===== src/ssw_pkg.sv =====
// Package for the supply switch status and event register bank.
// Assumes an Avalon-MM slave with 32-bit data and byte addresses.
`default_nettype none
package ssw_pkg;
    // Register indices; the byte address is four times the index
    localparam logic [13:0] SSW_IDX_CTRL = 14'h1C00;
    localparam logic [13:0] SSW_IDX_STS = 14'h1C01;
    localparam logic [13:0] SSW_IDX_FLAGS = 14'h1C02;
    localparam logic [13:0] SSW_IDX_ENABLES = 14'h1C03;
    localparam logic [13:0] SSW_IDX_STATE = 14'h1C04;
    // Status register fields
    localparam int SSW_STS_ALW_OK = 5;
    localparam int SSW_STS_BUS_OK = 4;
    localparam int SSW_STS_RAILS = 2;
    localparam int SSW_STS_ALW_GATE = 1;
    localparam int SSW_STS_BUS_GATE = 0;
    // Event flag and enable fields
    localparam int SSW_EV_TO_BUS = 5;
    localparam int SSW_EV_TO_ALW = 4;
    localparam int SSW_EV_ALW_LOST = 3;
    localparam int SSW_EV_ALW_UP = 2;
    localparam int SSW_EV_BUS_LOST = 1;
    localparam int SSW_EV_BUS_UP = 0;
    // Switch state fields
    localparam int SSW_ST_BUS_SW = 1;
    localparam int SSW_ST_ALW_SW = 0;
    // Control fields
    localparam int SSW_CTL_FORCE = 0;
    localparam int SSW_CTL_SW_EN_N = 1;
    // Implemented bits per register
    localparam logic [7:0] SSW_MASK_CTRL = 8'h03;
    localparam logic [7:0] SSW_MASK_STS = 8'h37;
    localparam logic [7:0] SSW_MASK_EV = 8'h3F;
    localparam logic [7:0] SSW_MASK_STATE = 8'h03;
    // Values after reset
    localparam logic [7:0] SSW_RST_CTRL = 8'h00;
    localparam logic [7:0] SSW_RST_STS = 8'h04;
    localparam logic [7:0] SSW_RST_EV = 8'h00;
    localparam logic [7:0] SSW_RST_STATE = 8'h00;
    // Selected source, Gray coded along none, always-on, bus
    typedef enum logic [1:0] {
        SSW_SRC_NONE = 2'b00,
        SSW_SRC_ALW = 2'b01,
        SSW_SRC_BUS = 2'b11
    } ssw_src_t;
endpackage
`default_nettype wire


===== src/ssw_bank.sv =====
// Supply switch status, event flag, enable and state registers.
// Assumes supply detector and sequencer levels synchronous to CLK.
`timescale 1ns/1ps
`default_nettype none
module ssw_bank (
    // Clock and reset
    input wire logic CLK,
    input wire logic RESET,
    // Avalon-MM slave
    input wire logic [15:0] AVS_ADDRESS,
    input wire logic AVS_READ,
    input wire logic AVS_WRITE,
    input wire logic [31:0] AVS_WRITEDATA,
    input wire logic [3:0] AVS_BYTEENABLE,
    output logic [31:0] AVS_READDATA,
    output logic AVS_WAITREQUEST,
    // Supply detectors and comparators
    input wire logic ALWAYS_ON_SUPPLY_OK,
    input wire logic BUS_SUPPLY_OK,
    input wire logic RAILS_GOOD,
    input wire logic ALWAYS_ON_GATE_OFF,
    input wire logic BUS_GATE_OFF,
    // Switch sequencer
    input wire logic ALWAYS_ON_SWITCH_ON,
    input wire logic BUS_SWITCH_ON,
    output logic FORCE_BUS_SOURCE,
    output logic SWITCH_ENABLE_N,
    // System
    output logic SUPPLY_IRQ,
    output logic WAKE_REQ
);
    logic [7:0] ctrl_reg;
    logic [7:0] ctrl_next;
    logic [7:0] sts_reg;
    logic [7:0] sts_next;
    logic [7:0] flag_reg;
    logic [7:0] flag_next;
    logic [7:0] en_reg;
    logic [7:0] en_next;
    logic [7:0] state_reg;
    logic [7:0] state_next;
    logic [31:0] rdata_reg;
    logic [31:0] rdata_next;
    logic wait_reg;
    logic wait_next;
    logic irq_reg;
    logic irq_next;
    logic wake_reg;
    logic wake_next;
    ssw_pkg::ssw_src_t src_reg;
    ssw_pkg::ssw_src_t src_next;

    // Bus handshake: one wait cycle per access
    wire req = AVS_READ | AVS_WRITE;
    wire first = req & wait_reg;
    wire take = req & ~wait_reg;
    wire wr_take = take & AVS_WRITE & AVS_BYTEENABLE[0];
    wire [13:0] widx = AVS_ADDRESS[15:2];
    wire sel_ctrl = widx == ssw_pkg::SSW_IDX_CTRL;
    wire sel_sts = widx == ssw_pkg::SSW_IDX_STS;
    wire sel_flags = widx == ssw_pkg::SSW_IDX_FLAGS;
    wire sel_en = widx == ssw_pkg::SSW_IDX_ENABLES;
    wire sel_state = widx == ssw_pkg::SSW_IDX_STATE;
    wire wr_ctrl = wr_take & sel_ctrl;
    wire wr_flags = wr_take & sel_flags;
    wire wr_en = wr_take & sel_en;
    wire [7:0] wbyte = AVS_WRITEDATA[7:0];

    // Unmapped addresses read zero, writes dropped
    wire [7:0] rd_byte =
        sel_ctrl ? ctrl_reg :
        sel_sts ? sts_reg :
        sel_flags ? flag_reg :
        sel_en ? en_reg :
        sel_state ? state_reg : 8'h00;
    assign rdata_next = (first & AVS_READ) ? {24'h000000, rd_byte} : rdata_reg;
    assign wait_next = ~first;

    // Control: force bus source and switch enable, to the sequencer
    assign ctrl_next = wr_ctrl ? (wbyte & ssw_pkg::SSW_MASK_CTRL) : ctrl_reg;
    wire force_on = ctrl_reg[ssw_pkg::SSW_CTL_FORCE];
    wire force_rise = ctrl_next[ssw_pkg::SSW_CTL_FORCE] & ~force_on;

    // Live status, one register stage from the detectors
    assign sts_next = {
        2'b00,
        ALWAYS_ON_SUPPLY_OK,
        BUS_SUPPLY_OK,
        1'b0,
        RAILS_GOOD,
        ALWAYS_ON_GATE_OFF,
        BUS_GATE_OFF
    };
    assign state_next = {6'b000000, BUS_SWITCH_ON, ALWAYS_ON_SWITCH_ON};
    wire alw_ok_n = sts_next[ssw_pkg::SSW_STS_ALW_OK];
    wire alw_ok_q = sts_reg[ssw_pkg::SSW_STS_ALW_OK];
    wire bus_ok_n = sts_next[ssw_pkg::SSW_STS_BUS_OK];
    wire bus_ok_q = sts_reg[ssw_pkg::SSW_STS_BUS_OK];

    // Source tracking; overlap or gap in the switches keeps the last source
    wire alw_only = ALWAYS_ON_SWITCH_ON & ~BUS_SWITCH_ON;
    wire bus_only = BUS_SWITCH_ON & ~ALWAYS_ON_SWITCH_ON;
    always_comb begin
        case (src_reg)
            ssw_pkg::SSW_SRC_NONE: begin
                src_next = alw_only ? ssw_pkg::SSW_SRC_ALW :
                    bus_only ? ssw_pkg::SSW_SRC_BUS : ssw_pkg::SSW_SRC_NONE;
            end
            ssw_pkg::SSW_SRC_ALW: begin
                src_next = bus_only ? ssw_pkg::SSW_SRC_BUS : ssw_pkg::SSW_SRC_ALW;
            end
            ssw_pkg::SSW_SRC_BUS: begin
                src_next = alw_only ? ssw_pkg::SSW_SRC_ALW : ssw_pkg::SSW_SRC_BUS;
            end
            default: begin
                src_next = ssw_pkg::SSW_SRC_NONE;
            end
        endcase
    end
    wire to_bus = (src_reg == ssw_pkg::SSW_SRC_ALW) & bus_only;
    wire to_alw = (src_reg == ssw_pkg::SSW_SRC_BUS) & alw_only;
    wire alw_hold = force_on & ~bus_ok_n & alw_ok_n;
    wire to_alw_ok = to_alw & ~alw_hold;

    // Events this cycle
    wire [7:0] ev = {
        2'b00,
        to_bus | force_rise,
        to_alw_ok,
        alw_ok_q & ~alw_ok_n,
        alw_ok_n & ~alw_ok_q,
        bus_ok_q & ~bus_ok_n,
        bus_ok_n & ~bus_ok_q
    };

    // Write one clears; a same-cycle event wins over the clear
    wire [7:0] flag_clr = wr_flags ? wbyte : 8'h00;
    assign flag_next = ((flag_reg & ~flag_clr) | ev) & ssw_pkg::SSW_MASK_EV;
    assign en_next = wr_en ? (wbyte & ssw_pkg::SSW_MASK_EV) : en_reg;

    // Interrupt lags the flags by one cycle so it leaves a flop
    wire [7:0] irq_src = flag_reg & en_reg;
    assign irq_next = |irq_src;
    // Wake pulses on a newly raised enabled event
    wire [7:0] wake_src = ev & en_reg;
    assign wake_next = |wake_src;

    always_ff @(posedge CLK) begin
        if (RESET) begin
            ctrl_reg <= ssw_pkg::SSW_RST_CTRL;
            sts_reg <= ssw_pkg::SSW_RST_STS;
            flag_reg <= ssw_pkg::SSW_RST_EV;
            en_reg <= ssw_pkg::SSW_RST_EV;
            state_reg <= ssw_pkg::SSW_RST_STATE;
        end else begin
            ctrl_reg <= ctrl_next;
            sts_reg <= sts_next;
            flag_reg <= flag_next;
            en_reg <= en_next;
            state_reg <= state_next;
        end
    end

    always_ff @(posedge CLK) begin
        if (RESET) begin
            rdata_reg <= 32'h00000000;
            wait_reg <= 1'b1;
            irq_reg <= 1'b0;
            wake_reg <= 1'b0;
            src_reg <= ssw_pkg::SSW_SRC_NONE;
        end else begin
            rdata_reg <= rdata_next;
            wait_reg <= wait_next;
            irq_reg <= irq_next;
            wake_reg <= wake_next;
            src_reg <= src_next;
        end
    end

    assign AVS_READDATA = rdata_reg;
    assign AVS_WAITREQUEST = wait_reg;
    assign FORCE_BUS_SOURCE = ctrl_reg[ssw_pkg::SSW_CTL_FORCE];
    assign SWITCH_ENABLE_N = ctrl_reg[ssw_pkg::SSW_CTL_SW_EN_N];
    assign SUPPLY_IRQ = irq_reg;
    assign WAKE_REQ = wake_reg;
endmodule // ssw_bank
`default_nettype wire


===== config.mk =====
export PLATFORM = sky130hd
export DESIGN_NAME = ssw_bank
export DESIGN_NICKNAME = d
export VERILOG_FILES = /design/src/ssw_pkg.sv /design/src/ssw_bank.sv
export SDC_FILE = /design/constraint.sdc
export NUM_CORES = 1
export LEC_CHECK = 0
export BUFFER_PORTS_ARGS = -buffer_cell sky130_fd_sc_hd__buf_2
export CORE_AREA = 2 2 71 73
export CTS_CLUSTER_DIAMETER = 100
export DETAILED_ROUTE_END_ITERATION = 6
export DIE_AREA = 0 0 73 75
export PLACE_DENSITY_LB_ADDON = 0.25
export RECOVER_POWER = 100
export REMOVE_ABC_BUFFERS = 1
export SLEW_MARGIN = 15
export SYNTH_ARGS = -nofsm -noshare
export SYNTH_HDL_FRONTEND = slang
export SYNTH_SLANG_ARGS = --single-unit

===== constraint.sdc =====
create_clock -name CLK -period 1.3 [get_ports CLK]
set_input_delay 0.13 -clock CLK [delete_from_list [all_inputs] [get_ports CLK]]
set_output_delay 0.13 -clock CLK [all_outputs]
set_load 0.02 [all_outputs]

* After elaboration in Yosys (flattened, before gate mapping)
Index checks and enable logic that the tools add are counted.
W data, S select, Z words.
** Storage, ports and cells
- Register bits after elaboration :: 43
- Latch bits :: 0
- Memory bits (writable) :: 0
- Memory bits (read-only) :: 0
- Bits of input ports :: 63
- Output and inout port bits :: 37
- Logic and storage cells :: 72
- Memories kept :: 0
** Operators by class
- Add/sub/neg operators :: 0
- Multiply operators :: 0
- Divide/modulo/power cells :: 0
- Order comparisons :: 0
- Equality and inequality tests :: 7
- Shift-type cells :: 0
- Multiplexer cells :: 12
- Bitwise operators :: 37
- Reduce and logical (&&, ||, !) cells :: 3
** Operators by type and width (count)
- $eq A14 B13 Y1 const B :: 5
- $mux W8 :: 5
- $and A1 B1 Y1 :: 20
- $and A6 B6 Y6 :: 3
- $reduce_or A8 Y1 :: 2
- $not A1 Y1 :: 10
- $mux W2 :: 4
- $mux W6 :: 1
- $not A6 Y6 :: 1
- $or A6 B6 Y6 :: 1
- $pmux W2 S3 :: 1
- $eq A2 B1 Y1 const B :: 1
- $eq A2 B2 Y1 const B :: 1
- $logic_not A2 Y1 :: 1
- $or A1 B1 Y1 :: 2
- $mux W1 :: 1

* Logic depth before layout (Yosys ltp)
Gate-level depths: netlist (run 1).
- Depth in word-level cells :: 10
- Depth in mapped cells :: 6
- Depth with buffers taken out :: 6

* Worst setup path before layout (run 1)
Ideal clock, no wire load.
- Kind :: flip-flop to flip-flop
- Start point :: reg wait_reg (netlist: AVS_WAITREQUEST)
- End point :: reg flag_reg[4]
- Data arrival time :: 1.327 ns
- Required time :: 1.185 ns
- Path slack :: -0.142 ns
- Stages on the path, launching flop included :: 6
- Path buffers :: 1
- Cells stage by stage :: dfxtp_1 > and3b_1 > clkbuf_1 > nand3_1 > o21a_1 > o21a_1
** Between the ends
- Word-level cells in the longest chain between the ends :: 9
** RTL lines
- from (decl) :: line ssw_bank.sv:44 : logic wait_reg;
- from (signal assigned) :: line ssw_bank.sv:173 : wait_reg <= wait_next;
- $not A1 Y1 :: line ssw_bank.sv:56 : wire take = req & ~wait_reg;
- $and A1 B1 Y1 :: line ssw_bank.sv:56
- $and A1 B1 Y1 (2 in series) :: line ssw_bank.sv:57 : wire wr_take = take & AVS_WRITE & AVS_BYTEENABLE[0];
- $and A1 B1 Y1 :: line ssw_bank.sv:65 : wire wr_flags = wr_take & sel_flags;
- $mux W6 :: line ssw_bank.sv:137 : wire [7:0] flag_clr = wr_flags ? wbyte : 8'h00;
- $not A6 Y6 :: line ssw_bank.sv:138 : assign flag_next = ((flag_reg & ~flag_clr) | ev) & ssw_pkg::SSW_MASK_EV;
- $and A6 B6 Y6 :: line ssw_bank.sv:138
- $or A6 B6 Y6 :: line ssw_bank.sv:138
- to (signal assigned) :: line ssw_bank.sv:152 : flag_reg <= ssw_pkg::SSW_RST_EV;
- to (signal assigned) :: line ssw_bank.sv:158 : flag_reg <= flag_next;
- to (decl) :: line ssw_bank.sv:36 : logic [7:0] flag_reg;
Every way passes these cells.
A chain may end at the register's enable or synchronous reset.

* Worst setup path in the final report (run 1)
Ends and elaborated chain as after synthesis.

==> results of run 1 <==
-- cell usage in the layout (no fill, tap or decap), types with 8 or more instances in the layout --
cell      instances
conb_1           26
clkbuf_1         14
dfxtp_1          32
nor2_1            9
nand3b_1          8
buf_4            21
nand2_1          11
o21ai_0          14
buf_2            31
a21oi_1          24
-- final cells by class --
type / count / area [um2]
repair buffers: 67 / 370
inverters: 6 / 22.5
multi-input cells: 170 / 1030
flip-flops and latches: 32 / 641
fillers: 487 / 2430
clock buffers: 7 / 96.3
well taps: 54 / 67.6
-- cell usage after synthesis, drive strengths merged (3+ instances only) --
master  instances  area share (%)
dfxtp          32              35
buf            31              12
a21oi          24             6.5
o21ai          15             4.1
nand2          11             2.2
nor2            9             1.8
nand3b          8             3.2
clkbuf          7             1.4
nand3           7             1.9
nand4           7             2.7
nand4b          7             3.3
nor2b           7             2.4
a22oi           6             2.4
inv             6             1.2
a31oi           5             1.7
mux2            4             2.4
nand2b          4             1.4
ha              3             2.0
nor4b           3             2.2
or3             3             1.0
-- power breakdown --
group	switching (mW)	leakage (nW)	total, mW	internal [mW]
combinational	0.213	0.599	0.341	0.128
clock	0.345	0.0503	0.816	0.471
sequential	0.0242	0.262	1.04	1.02
-- cell families (layout without fill, tap and decap cells) --
kind of cell,Yosys count,after routing,synth area share (%)
compound gates,60,60,19.1
fa+ha+maj,3,3,2.03
buf+inv,44,80,15.0
flops,32,32,34.6
mux,5,5,2.98
other cells,1,26,0.203
simple gates,76,76,26.1
-- repair_timing --
action | 4_1_cts | 5_1_grt
gates resized for setup | 1 | 4
buffers inserted | 0 | 2
hold buffers | 0 | 0
setup endpoints to repair | 7 | 7
-- layer usage --
| metal | track usage [%] | wire (um) | up-vias | share of wire, % |
|---|---|---|---|---|
| met5 | 0 | 0 | - | 0 |
| met4 | 6.17 | 61 | 0 | 1.3 |
| li1 | - | - | 861 | - |
| met2 | 27.2 | 2070 | 57 | 45 |
| met3 | 4.28 | 255 | 6 | 5.6 |
| met1 | 23.7 | 2190 | 825 | 48 |
-- worst max-delay path by stage --
| stage | slack (ns) | endpoint | cells past startpoint | start |
|---|---|---|---|---|
| floorplan | -0.07 | en_reg[0] | 4 | AVS_WAITREQUEST |
| global placement | -0.16 | flag_reg[4] | 6 | AVS_ADDRESS[15] |
| CTS | 0.001 | en_reg[5] | 4 | AVS_WAITREQUEST |
| global route | 0.005 | flag_reg[4] | 5 | AVS_WAITREQUEST |
| finish | 0.05 | flag_reg[4] | 5 | AVS_WAITREQUEST |
| detailed placement | -0.16 | flag_reg[4] | 6 | AVS_ADDRESS[15] |
-- through the flow --
stage,utilization (%),worst slack (ns)
floorplan,-,-0.0677
global placement,45.9,-0.158
detailed placement,45.9,-0.162
CTS,48.0,0.00141
global route,47.8,0.00497
finish,47.8,0.0457
-- critical path: stages (launching register included) --
cell	delay (ns)
dfxtp_1	0.31
and3b_2	0.33
buf_4	0.13
nand3_1	0.06
o21a_1	0.16
o21a_1	0.15
==> results.json, run 1 <==
{
  "run_status": "completed",
  "vdd_ir_drop_max_v": 0.000504,
  "placed_area_um2": 2140,
  "syn_to_final_growth_pct": 20.4,
  "ys_seq_elements": 32,
  "maxCapViolations": 0,
  "grt_max_degree": 18,
  "grt_setup_unrepaired": "false",
  "final_max_slew_viol_count": 0,
  "first_pass_iters": 5,
  "crit_arrival_ns": 1.43,
  "required_ns": 1.48,
  "synth_cell_types": 42,
  "async_reset_ff_share_pct": 0,
  "clock_latency_ns": 0.28,
  "min_path_type": "in -> reg",
  "grt_pass1_wl_um": 7180,
  "clock_skew_ns": 0.00501,
  "hold_ws_ns": 0.0327,
  "whs_endpoint": "sts_reg[2]",
  "p_leak_nw": 0.912,
  "cts_root_buf": "clkbuf_8",
  "clock_tree.buffer_depth": 2,
  "port_buffers": 42,
  "yosysWarningCount": 0,
  "cts_tree": "yes",
  "htree_num_levels": 2,
  "endpoint_kind": "register",
  "place_inst": 327,
  "ys.flop_type": "dfxtp_1",
  "wirelength_um": 4570,
  "die_w_um": 73,
  "finalSetupTns_ns": 0,
  "place.gp.congestion": 0.953,
  "synth_area_um2": 1850,
  "hp-start": "RAILS_GOOD",
  "worst_pin_slew_ns": 0.640,
  "grt_overflow": 0,
  "reg2reg_to": "flag_reg[4]",
  "syn-instance-count": 221,
  "clk_pin_slew_ns": 0.06,
  "drtIter0Drc": 154,
  "min_path_cells": 2,
  "gr-usage-all-layers_pct": 17.5,
  "n_antenna_cell": 0,
  "synth_edf_count": 0,
  "worst-r2r-setup-slack_ns": 0.05,
  "io_pins": 100,
  "total_power_mw": 2.20,
  "stdcell_area_um2": 2230,
  "vias_per_cell": 5.21,
  "wl_per_cell_um": 13.6,
  "path_class": "reg -> reg",
  "min_period_ns": 1.25,
  "max_clock_freq_ghz": 0.797,
  "rows": 25,
  "path_max_fanout": 7,
  "ys_seq_area_share_pct": 34.6,
  "final_nets": 348,
  "final_cells": 336,
  "setup_violations": 0,
  "grt_pass1_vias": 1519,
  "drive_gt1_share_pct": 25.2,
  "initial_core_util_pct": 39.7,
  "num_vias": 1749,
  "relSlewSlack_pct": 57.3,
  "syn_area_per_cell_um2": 8.37,
  "hold_viol": 0,
  "antenna_found_initial": 0,
  "die_y_um": 75,
  "rr_worst_depth": 5,
  "antenna_left": 0,
  "numCtsBuffers": 5,
  "cts.sinks": 32,
  "die_area_um2": 5480,
  "r2r-start": "AVS_WAITREQUEST",
  "p_per_area_nw_per_um2": 987,
  "start_kind": "register",
  "hpwl_um": 3600,
  "finalCritPeriodShare_pct": 96.5,
  "core_area_um2": 4660,
  "route.detailed.drc": 0
}
No activity file was read; power rests on OpenSTA's default activity.
==> run 2: changes to the inputs <==
CORE_AREA = 2 2 68 70   (was 2 2 71 73)
DIE_AREA = 0 0 70 72   (was 0 0 73 75)
clock period = 1.25 ns   (was 1.3 ns; I/O delays follow)
==> results.json, run 2 (same netlist as run 1, synthesis figures left out) <==
{
  "p_per_area_nw_per_um2": 1010,
  "antenna_found_initial": 0,
  "antenna_left": 0,
  "clock_tree.buffer_depth": 2,
  "gr-usage-all-layers_pct": 19.1,
  "wirelength_um": 4600,
  "final_cell_mix": "dfxtp_1, buf_2, conb_1, a21oi_1",
  "grt_setup_unrepaired": "true",
  "placed_area_um2": 2160,
  "seq_power_share_pct": 47.6,
  "setup_violations": 0,
  "min_path_type": "in -> reg",
  "slowest_stage": "and3b_2",
  "endpoint_kind": "register",
  "min_path_cells": 2,
  "rows": 24,
  "whs_endpoint": "sts_reg[2]",
  "p_switching_uw": 629,
  "hp-start": "RAILS_GOOD",
  "p_leak_nw": 0.906,
  "route.detailed.drc": 0,
  "final_cells": 333,
  "syn_to_final_growth_pct": 21.4,
  "numCtsBuffers": 5,
  "finalCritPeriodShare_pct": 96.6,
  "path_delay_family": "simple AND/OR/NAND/NOR gates",
  "cts.sinks": 32,
  "postCtsSetupBuffers": 0,
  "worst-r2r-setup-slack_ns": 0.04,
  "power_frac_clock_pct": 36.4,
  "final_max_slew_viol_count": 0,
  "crit_chain": "and3b_2 -> and3_4 -> nand4b_1 -> a21oi_1",
  "wl_per_cell_um": 13.8,
  "hold_viol": 0,
  "p_int_mw": 1.65,
  "die_y_um": 72,
  "die_area_um2": 5040,
  "vdd_ir_drop_max_v": 0.000589,
  "hpwl_um": 3590,
  "r2r-start": "AVS_WAITREQUEST",
  "path_max_fanout": 6,
  "cts_root_buf": "clkbuf_8",
  "cp.buffers_inverters": 0,
  "first_pass_iters": 4,
  "reg2reg_to": "en_reg[0]",
  "crit_arrival_ns": 1.43,
  "grt_overflow": 0,
  "critPathMaxStageDelay_ns": 0.32,
  "min_period_ns": 1.21,
  "finalSetupTns_ns": 0,
  "path_class": "reg -> reg",
  "initial_core_util_pct": 43.4,
  "n_antenna_cell": 0,
  "grt_max_degree": 20,
  "cts_tree": "yes",
  "stdcell_area_um2": 2240,
  "drtIter0Drc": 98,
  "maxCapViolations": 0,
  "place_inst": 325,
  "grt_pass1_vias": 1631,
  "rr_worst_depth": 4,
  "die_w_um": 70,
  "layout_commonest_cell": "dfxtp_1",
  "grt_pass1_wl_um": 7510,
  "drive_gt1_share_pct": 24.2,
  "core_area_um2": 4260,
  "num_vias": 1717,
  "final_nets": 346,
  "switching_share_pct": 27.6,
  "run_status": "completed",
  "clk_pin_slew_ns": 0.07,
  "io_pins": 100,
  "clock_latency_ns": 0.29,
  "place.gp.congestion": 0.862,
  "clock_skew_ns": 0.00606,
  "required_ns": 1.47,
  "htree_num_levels": 2,
  "max_clock_freq_ghz": 0.828,
  "port_buffers": 42,
  "p_comb_share_pct": 16.0,
  "start_kind": "register",
  "vias_per_cell": 5.16
}
run 2: timing repair:
action | CTS | global route
gates cloned | 0 | 0
gates resized for setup | 2 | 9
endpoints found under the setup margin | 8 | 9
hold buffers | 0 | 0
run 2: worst max path at each step:
stage	from	to	cells past startpoint
after floorplan	AVS_WAITREQUEST	en_reg[0]	4
after global placement	AVS_ADDRESS[15]	en_reg[4]	7
after detailed placement	AVS_ADDRESS[15]	flag_reg[4]	6
after CTS	AVS_WAITREQUEST	en_reg[4]	4
after global routing	AVS_WAITREQUEST	flag_reg[1]	5
final	AVS_WAITREQUEST	en_reg[0]	4
run 2: stage by stage:
step	utilization [%]	total power, mW	worst slack (ns)	hold WS (ns)
floorplan	-	1.29	-0.118	0.192
global placement	50.7	1.46	-0.167	0.318
detailed placement	50.7	1.47	-0.196	0.316
CTS	52.9	2.29	0.0431	0.0153
global route	52.6	2.36	-0.0318	0.0257
finish	52.6	2.27	0.0419	0.0235
run 2: final cells by class:
type,count,area [um2]
Timing Repair Buffer,65,385
Fill cell,445,2020
Tap cell,52,65.1
Inverter,6,22.5
Multi-Input combinational cell,170,1040
Clock buffer,8,90.1
Sequential cell,32,641
run 2: per-layer routing:
metal | wire length (um) | GRT usage [%] | vias up
met4 | 100 | 8.33 | 0
met3 | 301 | 3.75 | 9
met1 | 2020 | 23.9 | 777
li1 | - | - | 866
met5 | 0 | 0 | -
met2 | 2180 | 32.1 | 65
run 2: power by group through the flow:
stage	Clock [mW]	Sequential, mW	Combinational, mW
floorplan	0	1.11	0.178
global placement	0	1.10	0.360
detailed placement	0	1.11	0.361
CTS	0.845	1.08	0.363
global route	0.873	1.09	0.399
finish	0.828	1.08	0.363
==> run 3: changes to the inputs <==
CELL_PAD_IN_SITES_DETAIL_PLACEMENT = 2   (was unset)
CELL_PAD_IN_SITES_GLOBAL_PLACEMENT = 2   (was unset)
CORE_AREA = 10 10 99 101   (was 2 2 68 70)
CTS_BUF_LIST = sky130_fd_sc_hd__clkbuf_8   (was unset)
DIE_AREA = 0 0 109 111   (was 0 0 70 72)
==> results.json, run 3 (same netlist as run 1, synthesis figures left out) <==
{
  "run_status": "complete, but fails checks",
  "violations": "setup timing",
  "path_max_fanout": 4,
  "vias_per_cell": 4.56,
  "place.gp.congestion": 0.820,
  "wl_met1_um": 3080,
  "multiInputGateArea_um2": 1090,
  "antenna_left": 0,
  "rows": 33,
  "io_pins": 100,
  "final_nets": 355,
  "min_path_type": "in -> reg",
  "grt_max_degree": 15,
  "initial_core_util_pct": 23.2,
  "pre_cts_ws_ns": -0.280,
  "setup_violations": 3,
  "clock_tree.buffer_depth": 2,
  "grt_overflow": 0,
  "die_y_um": 111,
  "crit_arrival_ns": 1.46,
  "antenna_found_initial": 0,
  "r2r-start": "AVS_WAITREQUEST",
  "grt_pass1_wl_um": 11200,
  "drtIter0Drc": 59,
  "placed_area_um2": 2270,
  "path_class": "reg -> reg",
  "met2_length_um": 3490,
  "final_max_slew_viol_count": 0,
  "max_clock_freq_ghz": 0.786,
  "clock_skew_ns": 0.00269,
  "clk_pin_slew_ns": 0.07,
  "final_cell_mix": "buf_2, dfxtp_1, buf_4, conb_1, a21oi_1",
  "clock_latency_ns": 0.28,
  "syn_to_final_growth_pct": 32.1,
  "required_ns": 1.43,
  "min_path_cells": 2,
  "worst_slack_ns": -0.0218,
  "highest_layer": "met4",
  "min_period_ns": 1.27,
  "whs_endpoint": "sts_reg[2]",
  "start_kind": "register",
  "core_area_um2": 7970,
  "cts_root_buf": "clkbuf_8",
  "grt_pass1_vias": 2008,
  "die_area_um2": 12100,
  "hold_viol": 0,
  "port_buffers": 42,
  "numCtsBuffers": 5,
  "cts_tree": "yes",
  "n_antenna_cell": 0,
  "wl_per_cell_um": 17.7,
  "hpwl_um": 5520,
  "die_w_um": 109,
  "wirelength_um": 6970,
  "n_fill_cell": 950,
  "hp-start": "RAILS_GOOD",
  "route.detailed.drc": 0,
  "vdd_ir_drop_max_v": 0.000353,
  "cts.sinks": 32,
  "dr_wl_met3_um": 346,
  "drive_gt1_share_pct": 34.8,
  "layout_commonest_cell": "buf_2",
  "num_vias": 1802,
  "p_per_area_nw_per_um2": 950,
  "finalSetupTns_ns": -0.0443,
  "stdcell_area_um2": 2440,
  "first_pass_iters": 4,
  "endpoint_kind": "register",
  "reg2reg_to": "flag_reg[4]",
  "seq_area_um2": 642,
  "finalCritPeriodShare_pct": 102,
  "rr_worst_depth": 5,
  "grt_setup_unrepaired": "true",
  "worst-r2r-setup-slack_ns": -0.02,
  "gr-usage-all-layers_pct": 11.8,
  "htree_num_levels": 2,
  "maxCapViolations": 0,
  "p_leak_nw": 1.02
}
## run 3: cell types whose count changed in the layout (fill, tap and decap cells not counted), sizes merged
cell / before / now
clkbuf: 23 / 6
inv: 6 / 8
buf: 50 / 74
## run 3: worst max-delay path by stage
stage               startpoint     endpoint  slack (ns)  cells after the start
2_1_floorplan  AVS_WAITREQUEST    en_reg[0]       -0.12                      4
4_1_cts        AVS_WAITREQUEST  flag_reg[4]       -0.03                      5
3_5_place_dp   AVS_ADDRESS[15]  flag_reg[4]       -0.28                      6
6_report       AVS_WAITREQUEST  flag_reg[4]       -0.02                      5
5_1_grt        AVS_WAITREQUEST    en_reg[3]       -0.09                      4
3_3_place_gp   AVS_ADDRESS[15]  flag_reg[5]       -0.25                      6
## run 3: cell type report
cell class                      count  area share (%)
Clock buffer                        6            3.38
Multi-Input combinational cell    170            44.6
Tap cell                          105            5.38
Sequential cell                    32            26.3
Timing Repair Buffer               74            19.1
Clock inverter                      2           0.307
Inverter                            6           0.922
## run 3: per-layer routing
layer,GRT usage [%],up-vias
met5,0,-
met4,3.17,0
met3,3.55,4
met2,19.6,37
met1,14.2,884
li1,-,877
## run 3: per-stage QoR
stage	power (mW)	utilization [%]	instances	hold slack (ns)
5_1_grt	2.46	30.7	395	0.0177
4_1_cts	2.35	29.9	394	0.0117
2_1_floorplan	1.29	-	208	0.192
6_report	2.32	30.7	395	0.0204
3_5_place_dp	1.50	28.5	385	0.316
3_3_place_gp	1.49	28.5	385	0.313
## run 3: report_power, final
| group | internal (mW) | switching (mW) | total (mW) |
|---|---|---|---|
| combinational | 0.159 | 0.253 | 0.412 |
| sequential | 1.06 | 0.0278 | 1.08 |
| clock | 0.433 | 0.393 | 0.825 |
## run 3: repair_timing
action | CTS | global route
pin swaps | 0 | 5
cloned | 0 | 0
setup buffers | 1 | 1
hold buffers | 0 | 0
endpoints found under the setup margin | 11 | 16
resized for setup | 6 | 13
## run 3: worst max-delay path, stage by stage (launching register included)
cell     delay, ns
dfxtp_2       0.32
and3b_2       0.31
buf_6         0.13
nand3_4       0.07
o21a_1        0.19
o21a_1        0.15
